$ cat config.mk
export PLATFORM = sky130hd
export DESIGN_NAME = vcrb_bank
export DESIGN_NICKNAME = d
export VERILOG_FILES = /design/src/verilog/vcrb_pkg.sv /design/src/verilog/vcrb_bank.sv
export VERILOG_INCLUDE_DIRS = /design/src /design/src/verilog
export SDC_FILE = /design/constraint.sdc
export NUM_CORES = 1
export LEC_CHECK = 0
export ABC_AREA = 1
export ABC_CLOCK_PERIOD_IN_PS = 4200
export BUFFER_PORTS_ARGS = -buffer_cell sky130_fd_sc_hd__buf_2
export CORE_MARGIN = 2
export CORE_UTILIZATION = 60
export CTS_BUF_LIST = sky130_fd_sc_hd__clkbuf_8
export DETAILED_ROUTE_END_ITERATION = 16
export GPL_TIMING_DRIVEN = 0
export HOLD_SLACK_MARGIN = 0.15
export PLACE_DENSITY = 0.87
export RECOVER_POWER = 50
export SKIP_LAST_GASP = 1
export SLEW_MARGIN = 20
export SYNTH_ARGS = -nofsm -noshare
export SYNTH_HDL_FRONTEND = slang
export SYNTH_SLANG_ARGS = --single-unit
export TNS_END_PERCENT = 20
$ cat constraint.sdc
create_clock -name sys_clk -period 4.2 [get_ports sys_clk]
set_input_delay 0.63 -clock sys_clk [delete_from_list [all_inputs] [get_ports sys_clk]]
set_output_delay 0.63 -clock sys_clk [all_outputs]
set_load 0.01 [all_outputs]
$ cat src/verilog/vcrb_params.svh
// Register offsets, field positions and reset values of the VCO calibration register bank.
// Included by the bank; definitions only.
`ifndef VCRB_PARAMS_SVH
`define VCRB_PARAMS_SVH
`define VCRB_ADDR_ADC_CLK_DIV 7'h35
`define VCRB_ADDR_PUMP_TRIM 7'h36
`define VCRB_ADDR_FORCED_BAND 7'h37
`define VCRB_ADDR_CORE_BIAS 7'h38
`define VCRB_ADDR_MUX_TUNE 7'h39
`define VCRB_ADDR_ADC_OFFSET 7'h3A
`define VCRB_RST_ADC_CLK_DIV 8'h4C
`define VCRB_RST_PUMP_TRIM 8'h30
`define VCRB_RST_FORCED_BAND 8'h00
`define VCRB_RST_CORE_BIAS 8'h00
`define VCRB_RST_MUX_TUNE 8'h07
`define VCRB_RST_ADC_OFFSET 8'h55
`define VCRB_MUX_TUNE_MASK 8'h7F
`define VCRB_CORE_MSB 7
`define VCRB_CORE_LSB 4
`define VCRB_BIAS_MSB 3
`define VCRB_BIAS_LSB 0
`define VCRB_MUX_MSB 6
`define VCRB_MUX_LSB 4
`define VCRB_TUNE_MSB 3
`define VCRB_TUNE_LSB 0
`define VCRB_DIV_MUL 4
`define VCRB_DIV_ADD 2
`define VCRB_FRAME_BITS 24
`endif

$ cat src/verilog/vcrb_pkg.sv
// Types shared by the VCO calibration register bank.
// Assumes nothing of its surroundings.
package vcrb_pkg;
   typedef enum logic [2:0] {
      VCRB_MUX_CAL_BUSY,
      VCRB_MUX_N_BAND,
      VCRB_MUX_R_BAND,
      VCRB_MUX_RESERVED,
      VCRB_MUX_TIMEOUT_CLK,
      VCRB_MUX_BIAS_MIN,
      VCRB_MUX_ADC_BUSY,
      VCRB_MUX_LOW
   } vcrb_mux_t;
endpackage
$ cat src/verilog/vcrb_bank.sv
// VCO calibration register bank with three-wire serial access, ADC clock divider,
// test-mode overrides and test multiplexer.
// Assumes sys_clk is the phase-detector-derived clock; serial pins are asynchronous to it.
`timescale 1ns/1ps
`include "vcrb_params.svh"

// Functional notes
// ADC clock is fpd / (4*div+2)
// Host targets roughly 100 kHz ADC clock
// Test mode forces the VCO band value
// Forced core field is one-hot, zero all off
// Forced bias code zero maximum, fifteen minimum
// Test mux routes six internal calibration signals
// Tune target code picks sixteen linear voltages
// ADC offset corrects calibration ADC results
// ADC enable overrides ADC clock disable
// Outside test mode overrides have no effect
// Reserved bits read zero; reset restores defaults (the reserved 0x36 register reads back what was written)
module vcrb_bank (
   input wire logic sys_clk,
   input wire logic reset_n,
   input wire logic spi_sclk,
   input wire logic spi_cs_n,
   input wire logic spi_sdi,
   output logic spi_sdo,
   output logic spi_sdo_oe_n,
   input wire logic cal_test_mode,
   input wire logic adc_enable,
   input wire logic adc_clk_disable,
   input wire logic [7:0] auto_band,
   input wire logic [3:0] auto_core_onehot,
   input wire logic [3:0] auto_bias_code,
   input wire logic [3:0] auto_tune_code,
   input wire logic [7:0] adc_raw,
   input wire logic cal_busy,
   input wire logic n_band,
   input wire logic r_band,
   input wire logic timeout_clk,
   input wire logic bias_min,
   input wire logic adc_busy,
   output logic adc_clk,
   output logic [7:0] vco_band,
   output logic [3:0] vco_core_onehot,
   output logic [3:0] vco_bias_code,
   output logic [3:0] tune_target_code,
   output logic [7:0] adc_corrected,
   output logic test_mux_out
);
   logic [7:0] adc_clock_divide;
   logic [7:0] charge_pump_trim_reserved;
   logic [7:0] forced_band;
   logic [7:0] forced_core_and_bias;
   logic [7:0] test_mux_and_tune_target;
   logic [7:0] cal_adc_offset;

   // Two-stage synchronisers for the serial pins
   logic [1:0] sclk_s;
   logic [1:0] cs_s;
   logic [1:0] sdi_s;
   logic sclk_d;
   logic [4:0] bit_cnt;
   logic frame_read;
   logic [23:0] shift_in;
   logic [7:0] shift_out;
   logic [7:0] rd_data;

   // Chip select resets idle and sclk low, so no false edge follows reset
   always_ff @(posedge sys_clk) begin
      if (!reset_n) begin
         sclk_s <= 2'h0;
         cs_s <= 2'h3;
         sdi_s <= 2'h0;
         sclk_d <= 1'b0;
      end else begin
         sclk_s <= {sclk_s[0], spi_sclk};
         cs_s <= {cs_s[0], spi_cs_n};
         sdi_s <= {sdi_s[0], spi_sdi};
         sclk_d <= sclk_s[1];
      end
   end

   wire sclk_rise = sclk_s[1] & ~sclk_d;
   wire sclk_fall = ~sclk_s[1] & sclk_d;
   wire cs_active = ~cs_s[1];
   wire [23:0] next_shift_in = {shift_in[22:0], sdi_s[1]};
   // Frame: R/W bit, 15 address bits, 8 data bits; the bank decodes the low 7 address bits
   // Upper address bits are ignored, so the bank aliases every 128 addresses
   wire addr_phase_done = sclk_rise && (bit_cnt == 5'h0F);
   wire write_strobe = sclk_rise && (bit_cnt == 5'(`VCRB_FRAME_BITS - 1)) && !next_shift_in[23];
   wire [6:0] wr_addr = next_shift_in[14:8];
   wire [7:0] wr_data = next_shift_in[7:0];
   wire [6:0] rd_addr = next_shift_in[6:0];

   // Unmapped addresses read as zero; the reserved 0x36 register reads back what was written
   assign rd_data = (rd_addr == `VCRB_ADDR_ADC_CLK_DIV) ? adc_clock_divide :
                    (rd_addr == `VCRB_ADDR_PUMP_TRIM) ? charge_pump_trim_reserved :
                    (rd_addr == `VCRB_ADDR_FORCED_BAND) ? forced_band :
                    (rd_addr == `VCRB_ADDR_CORE_BIAS) ? forced_core_and_bias :
                    (rd_addr == `VCRB_ADDR_MUX_TUNE) ? test_mux_and_tune_target :
                    (rd_addr == `VCRB_ADDR_ADC_OFFSET) ? cal_adc_offset : 8'h00;

   // Direction is latched at the 16th rise: the R/W bit leaves the
   // observed part of the shifter as soon as data bits follow it
   // Read data is launched on falls so it is settled at the host's rise
   // Raising chip select mid-frame discards the partial frame
   always_ff @(posedge sys_clk) begin
      if (!reset_n || !cs_active) begin
         bit_cnt <= 5'h00;
         shift_in <= 24'h000000;
         shift_out <= 8'h00;
         frame_read <= 1'b0;
         spi_sdo <= 1'b0;
         spi_sdo_oe_n <= 1'b1;
      end else begin
         if (sclk_rise) begin
            shift_in <= next_shift_in;
            bit_cnt <= (bit_cnt == 5'(`VCRB_FRAME_BITS - 1)) ? 5'h00 : bit_cnt + 5'h01;
            if (addr_phase_done) begin
               frame_read <= next_shift_in[15];
            end
            if (addr_phase_done && next_shift_in[15]) begin
               shift_out <= rd_data;
            end
         end
         if (sclk_fall && frame_read && (bit_cnt >= 5'h10)) begin
            spi_sdo <= shift_out[7];
            shift_out <= {shift_out[6:0], 1'b0};
            spi_sdo_oe_n <= 1'b0;
         end
      end
   end

   // Writes commit at the 24th rise; read frames never disturb the bank
   always_ff @(posedge sys_clk) begin
      if (!reset_n) begin
         adc_clock_divide <= `VCRB_RST_ADC_CLK_DIV;
         charge_pump_trim_reserved <= `VCRB_RST_PUMP_TRIM;
         forced_band <= `VCRB_RST_FORCED_BAND;
         forced_core_and_bias <= `VCRB_RST_CORE_BIAS;
         test_mux_and_tune_target <= `VCRB_RST_MUX_TUNE;
         cal_adc_offset <= `VCRB_RST_ADC_OFFSET;
      end else if (write_strobe) begin
         case (wr_addr)
            `VCRB_ADDR_ADC_CLK_DIV: adc_clock_divide <= wr_data;
            `VCRB_ADDR_PUMP_TRIM: charge_pump_trim_reserved <= wr_data;
            `VCRB_ADDR_FORCED_BAND: forced_band <= wr_data;
            `VCRB_ADDR_CORE_BIAS: forced_core_and_bias <= wr_data;
            `VCRB_ADDR_MUX_TUNE: test_mux_and_tune_target <= wr_data & `VCRB_MUX_TUNE_MASK;
            `VCRB_ADDR_ADC_OFFSET: cal_adc_offset <= wr_data;
            default: ;
         endcase
      end
   end

   // ADC clock: half period of 2*div+1 cycles gives fpd/(4*div+2)
   // A new divide applies to the half period in progress; a smaller one wraps at once
   // because the compare is greater-or-equal, so the count never runs away
   logic [9:0] div_cnt;
   wire [9:0] div_period = 10'(`VCRB_DIV_MUL) * {2'h0, adc_clock_divide} + 10'(`VCRB_DIV_ADD);
   wire [9:0] half_period = {1'b0, div_period[9:1]};
   wire adc_clk_run = adc_enable;
   wire div_wrap = (div_cnt >= half_period - 10'h001);

   always_ff @(posedge sys_clk) begin
      if (!reset_n || !adc_clk_run) begin
         div_cnt <= 10'h000;
         adc_clk <= 1'b0;
      end else if (div_wrap) begin
         div_cnt <= 10'h000;
         adc_clk <= ~adc_clk;
      end else begin
         div_cnt <= div_cnt + 10'h001;
      end
   end

   // Overrides pass only in test mode
   wire [7:0] next_band = cal_test_mode ? forced_band : auto_band;
   wire [3:0] next_core = cal_test_mode ? forced_core_and_bias[`VCRB_CORE_MSB:`VCRB_CORE_LSB]
                                        : auto_core_onehot;
   wire [3:0] next_bias = cal_test_mode ? forced_core_and_bias[`VCRB_BIAS_MSB:`VCRB_BIAS_LSB]
                                        : auto_bias_code;
   wire [3:0] next_tune = cal_test_mode ? test_mux_and_tune_target[`VCRB_TUNE_MSB:`VCRB_TUNE_LSB]
                                        : auto_tune_code;
   // Offset 0x55, the reset value, is neutral; correction is modulo 256
   wire [7:0] next_adc = 8'(adc_raw + cal_adc_offset - `VCRB_RST_ADC_OFFSET);

   vcrb_pkg::vcrb_mux_t mux_sel;
   assign mux_sel = vcrb_pkg::vcrb_mux_t'(test_mux_and_tune_target[`VCRB_MUX_MSB:`VCRB_MUX_LSB]);
   logic next_mux;
   // Reserved code and the low code both give a quiet zero
   always_comb begin
      case (mux_sel)
         vcrb_pkg::VCRB_MUX_CAL_BUSY: next_mux = cal_busy;
         vcrb_pkg::VCRB_MUX_N_BAND: next_mux = n_band;
         vcrb_pkg::VCRB_MUX_R_BAND: next_mux = r_band;
         vcrb_pkg::VCRB_MUX_TIMEOUT_CLK: next_mux = timeout_clk;
         vcrb_pkg::VCRB_MUX_BIAS_MIN: next_mux = bias_min;
         vcrb_pkg::VCRB_MUX_ADC_BUSY: next_mux = adc_busy;
         default: next_mux = 1'b0;
      endcase
   end

   // Registered so every output leaves straight from a flip-flop
   always_ff @(posedge sys_clk) begin
      if (!reset_n) begin
         vco_band <= 8'h00;
         vco_core_onehot <= 4'h0;
         vco_bias_code <= 4'h0;
         tune_target_code <= 4'h0;
         adc_corrected <= 8'h00;
         test_mux_out <= 1'b0;
      end else begin
         vco_band <= next_band;
         vco_core_onehot <= next_core;
         vco_bias_code <= next_bias;
         tune_target_code <= next_tune;
         adc_corrected <= next_adc;
         test_mux_out <= next_mux;
      end
   end

   // adc_clk_disable is overridden by adc_enable and so never gates the clock
   wire unused_ok = adc_clk_disable;
endmodule

=== Word-level counts from Yosys, hierarchy flattened ===
Cells that the tools add are included.

* Register bits: 133
* Latch bits: 0
* RAM bits: 0
* Memory bits (read-only): 0
* Word-level logic and storage cells: 97
* Memories kept: 0

* Add/sub/neg operators: 6
* $mul: 0
* Divide/modulo/power cells: 0
* Order comparisons: 2
* Equal/unequal tests: 19
* Shifts and indexed selects: 0
* Muxes and demuxes: 15
* Bitwise logic cells: 5
* Reductions and logical operators: 25

{| class="wikitable"
|+ Operators with widths
! kind !! number
|-
| $eq 7x6->1 const B || 12
|-
| $mux 8 || 10
|-
| $reduce_and 2->1 || 9
|-
| $mux 4 || 3
|-
| $add 10x1->10 const B || 1
|-
| $add 10x2->10 const B || 1
|-
| $ge 10x10->1 || 1
|-
| $sub 9x1->10 const B || 1
|-
| $eq 3x3->1 const B || 3
|-
| $add 8x8->8 || 1
|-
| $sub 8x7->8 const B || 1
|-
| $logic_and 1x1->1 || 6
|-
| $pmux 1 s6 || 1
|-
| $add 5x1->5 const B || 1
|-
| $eq 5x4->1 const B || 1
|-
| $eq 5x5->1 const B || 1
|-
| $ge 5x5->1 const B || 1
|-
| $mux 5 || 1
|-
| $reduce_bool 2->1 || 2
|-
| $reduce_or 2->1 || 2
|-
| $eq 3x1->1 const B || 1
|-
| $eq 3x2->1 const B || 1
|-
| $logic_not 1->1 || 3
|-
| $logic_not 3->1 || 1
|-
| 3 further kinds || 7
|}

=== Longest topological paths before layout ===
* Word-level depth: 10
* Gate-level depth with buffers: 12

=== Worst setup path before layout ===
OpenSTA, ideal clock, no wires.

* Path kind: in2reg
* From: input adc_raw[1]
* To: register adc_corrected[5]
* Setup time: 0.070 ns
* Arrival time: 1.974 ns
* Data required time: 4.130 ns
* Slack: 2.157 ns
* Stages on the path: 11
* Path buffers: 0
* Cell sequence: inv_1 > ha_1 > inv_1 > ha_1 > inv_1 > fa_1 > nor2_1 > o21ai_0 > nand2_1 > o21ai_0 > a21oi_1

* Word-level cells in the longest chain between the ends: 2

{| class="wikitable"
|+ RTL lines
! element !! line !! text
|-
| start, declared || vcrb_bank.sv:34 || <nowiki>input wire logic [7:0] adc_raw,</nowiki>
|-
| $add 8x8->8 || vcrb_bank.sv:185 || <nowiki>wire [7:0] next_adc = 8'(adc_raw + cal_adc_offset - `VCRB_RST_ADC_OFFSET);</nowiki>
|-
| $sub 8x7->8 (no line) || - ||
|-
| end signal, assigned || vcrb_bank.sv:217 || <nowiki>adc_corrected <= next_adc;</nowiki>
|-
| end, declared || vcrb_bank.sv:46 || <nowiki>output logic [7:0] adc_corrected,</nowiki>
|}

No other way between the ends.
A chain may end at the register's enable or synchronous reset.

=== Worst setup path after layout ===
* From: register bit_cnt[0]
* To: register cal_adc_offset[6]

* Word-level cells in the longest chain between the ends: 4

{| class="wikitable"
|+ RTL lines
! element !! line !! text
|-
| start, declared || vcrb_bank.sv:61 || <nowiki>logic [4:0] bit_cnt;</nowiki>
|-
| start signal, assigned || vcrb_bank.sv:117 || <nowiki>bit_cnt <= (bit_cnt == 5'(`VCRB_FRAME_BITS - 1)) ? 5'h00 : bit_cnt + 5'h01;</nowiki>
|-
| $eq 5x5->1 || vcrb_bank.sv:89 || <nowiki>wire write_strobe = sclk_rise && (bit_cnt == 5'(`VCRB_FRAME_BITS - 1)) && !next_shift_in[23];</nowiki>
|-
| $logic_and 1x1->1 (2 in a row) || vcrb_bank.sv:89 ||
|-
| $reduce_and 2->1 (no line) || - ||
|-
| end signal, assigned || vcrb_bank.sv:141 || <nowiki>cal_adc_offset <= `VCRB_RST_ADC_OFFSET;</nowiki>
|-
| end signal, assigned || vcrb_bank.sv:149 || <nowiki>`VCRB_ADDR_ADC_OFFSET: cal_adc_offset <= wr_data;</nowiki>
|-
| end, declared || vcrb_bank.sv:54 || <nowiki>logic [7:0] cal_adc_offset;</nowiki>
|}

No other way between the ends.

==> impl_metrics.ini <==
[routing]
wl_met3_mm = 1.345
ant_nets = 0
vias = 5598
met1Wirelength_mm = 6.354
top_layer = met4
drt_wl_total_mm = 14.89
avgRoutedWirePerCell_um = 14.41
dr.pass1.iters = 7
viasPerCell = 5.419
drc = 0
drt_iter0_markers = 454
met2WireLength_mm = 6.798

[worst_setup_path]
cpPeakStageDelay_ps = 610
path_cells = ha_1 -> nand2_2 -> nor2_1 -> nand4_1 -> nor2_1 -> inv_2 -> nand2_1 -> o211ai_1
worst-path-buf-inv = 1
crit_family = simple AND/OR/NAND/NOR gates
cpMostUsedCell = nor2_1
path_max_fanout = 10
startpoint_type = register
arrival_ps = 2640
slowest_stage = nor2_1
crit_required_ps = 4490
end_kind = register
worstSetupPathType = register to register

[global_routing]
antenna_found_initial = 0
grt_overflow_total = 0
grt_pass1_vias = 5069
track_usage = 0.2790
grt_max_degree = 17
grt_first_pass_wirelength_mm = 24.25

[clock_tree]
htree_levels = 4
clock-sinks = 133
clk_path_buf_depth = 2
cts_resized = 0
cts_buffers = 17
hold_buffers = 0
clk_latency_ps = 440
tritoncts = yes
postCtsSetupBuffers = 0
cts.clk_slew.worst_paths_ps = 80
cts-root-buf = clkbuf_8

[power]
p_switching_mw = 0.6171
internal_power_mw = 1.894
clkPwrFrac = 0.426
p_per_area_nw_per_um2 = 365.8
ir_drop_mv = 0.1961
power_frac_comb = 0.059
p_sw_frac = 0.2458
p_leak_nw = 2.895
seqPwrFrac = 0.515

[floorplan]
coreArea_um2 = 9774
die_w_um = 104.3
die_y_um = 104.3
dieArea_um2 = 10870
ios = 74
rows = 36
start_util = 0.6173

[synth]
yosysMostFrequentCell = dfxtp_1
synth_edf_count = 0
synth_area_um2 = 6033
synth-main-ff-cell = dfxtp_1
synthTopCellsByArea = dfxtp_1 (44%), nand2_1 (7.4%), inv_1 (7.2%)
synth_commonest_cells = dfxtp_1 (133), nand2_1 (119), inv_1 (115)
avgSynthCellArea_um2 = 7.580
synthCells = 796
yosysWarnings = 0
syn_nets = 863
yosys.cell_types.count = 38
synthArstFlopShare = 0
yosysSeqAreaShare = 0.4413
synth_largest_area_cell = dfxtp_1
ys_seq_elements = 133
yosys.area.top_type_share = 0.4413

[sta]
slew_viol_final = 0
max_clock_freq_ghz = 0.4260
worst_slew_pin_slew_ps = 650.5
fin_crit_ps = 2348
finalSetupViolCount = 0
clock_skew_ps = 12.68
rsz0062_at_grt = false
period_share = 0.5590
max_slew_margin = 0.5664
hold_viol = 0
fin_tns_setup_ps = 0

[min_path]
hold_class = input port to register

[job]
cap_violations = 0

[cells_and_area]
antenna_cells = 0
areaGrowthSynthToFinish_pct = 13.79
design_area_um2 = 6865
drive_above_1_share = 0.1289
finalNetCount = 954
fill_cells = 830

[status]
status = finished clean

[placement]
port_buffers = 72
dp_hpwl_mm = 10.75
place_area_um2 = 6560
place_congestion = 0.9657
[area by class of cell]
cell class | count | area (µm²) | area share
Multi-Input combinational cell | 507 | 2699 | 0.3931
Buffer | 31 | 155.1 | 0.02260
Timing Repair Buffer | 72 | 319.1 | 0.04647
Clock buffer | 19 | 261.5 | 0.03809
Inverter | 125 | 470.5 | 0.06853
Sequential cell | 133 | 2663 | 0.3878
Tap cell | 133 | 166.4 | 0.02424
Clock inverter | 13 | 131.4 | 0.01914
[stage by stage]
stage | util | power, mW | worst slack, ps | instances | hold WS, ps
after floorplan | - | 1.412 | 2157 | 796 | 390.5
after global placement | 0.6711 | 1.470 | 1943 | 1001 | 394.8
after detailed placement | 0.6711 | 1.475 | 1917 | 1001 | 400.5
after CTS | 0.7113 | 2.515 | 2230 | 1033 | 372.9
after global routing | 0.7024 | 2.599 | 1708 | 1033 | 394.2
final | 0.7024 | 2.511 | 1852 | 1033 | 386.5
[state kept, by name, indices dropped and copies added (netlist names), 4 cells and up]
| signal | flops |
|---|---|
| cal_adc_offset | 8 |
| bit_cnt | 5 |
| div_cnt | 10 |
| forced_band | 8 |
| forced_core_and_bias | 8 |
| tune_target_code | 4 |
| test_mux_and_tune_target | 7 |
| adc_corrected | 8 |
| shift_in | 23 |
| adc_clock_divide | 8 |
| vco_core_onehot | 4 |
| vco_bias_code | 4 |
| shift_out | 8 |
| charge_pump_trim_reserved | 8 |
| vco_band | 8 |
[worst paths after layout]
kind,start,endpoint,slack [ps],depth (start not counted)
worst max-delay path,bit_cnt[0],cal_adc_offset[6],1850,8
worst min-delay path,spi_sclk,sclk_s[0],390,3
worst max register to register,bit_cnt[0],cal_adc_offset[6],1850,8
worst min register to register,sdi_s[0],sdi_s[1],430,2
[tightest hold or removal path, delay by kind of cell]
kind	cells	cell delay (ps)
simple gates	1	40
buf+inv	2	120
[logic make-up (layout without fill, tap and decap cells)]
logic type	count (synthesis)	after routing	share of synthesized area
flip-flops	133	133	0.4413
adder cells (fa/ha/maj)	25	25	0.05309
buffers and inverters	156	260	0.1039
XOR/XNOR	11	11	0.01597
AO/OA/AOI/OAI	192	192	0.1750
AND/OR/NAND/NOR	279	279	0.2107
[cells in the final DEF, fill, tap and decap left out, types with 3 or more instances in the layout]
master    Yosys  layout
a211oi_1      4       4
xor2_1        8       8
clkbuf_1     17      54
nand2_1     119     119
inv_1       115     115
clkinv_2      1       7
xnor2_1       3       3
a211oi_2      4       4
dfxtp_1     133     133
buf_6         3       3
nand3_1      43      43
o21ai_1       3       3
o21ai_0      75      75
a21oi_2       3       3
ha_1         24      24
buf_2         5      43
nor2_2        4       4
buf_4         3       3
or2_2         3       3
nor2_1       77      81
nand4_1      13      14
nand2_2       4       4
inv_2         9       9
nor3_1        3       3
o211ai_1     10      10
o22ai_1       7       7
a21oi_1      83      83
clkbuf_8      0      19
[power groups by stage]
stage	Combinational [mW]	Sequential (mW)	Clock, mW
floorplan	0.0814	1.33	0
global placement	0.150	1.32	0
detailed placement	0.153	1.32	0
CTS	0.154	1.29	1.07
global route	0.170	1.29	1.13
finish	0.149	1.29	1.07
[layer usage]
metal,up-vias,GRT usage
met2,256,0.4500
met3,48,0.06892
met5,-,0
li1,2769,-
met4,0,0.09556
met1,2525,0.3652
(Power assumes the default switching activity.)
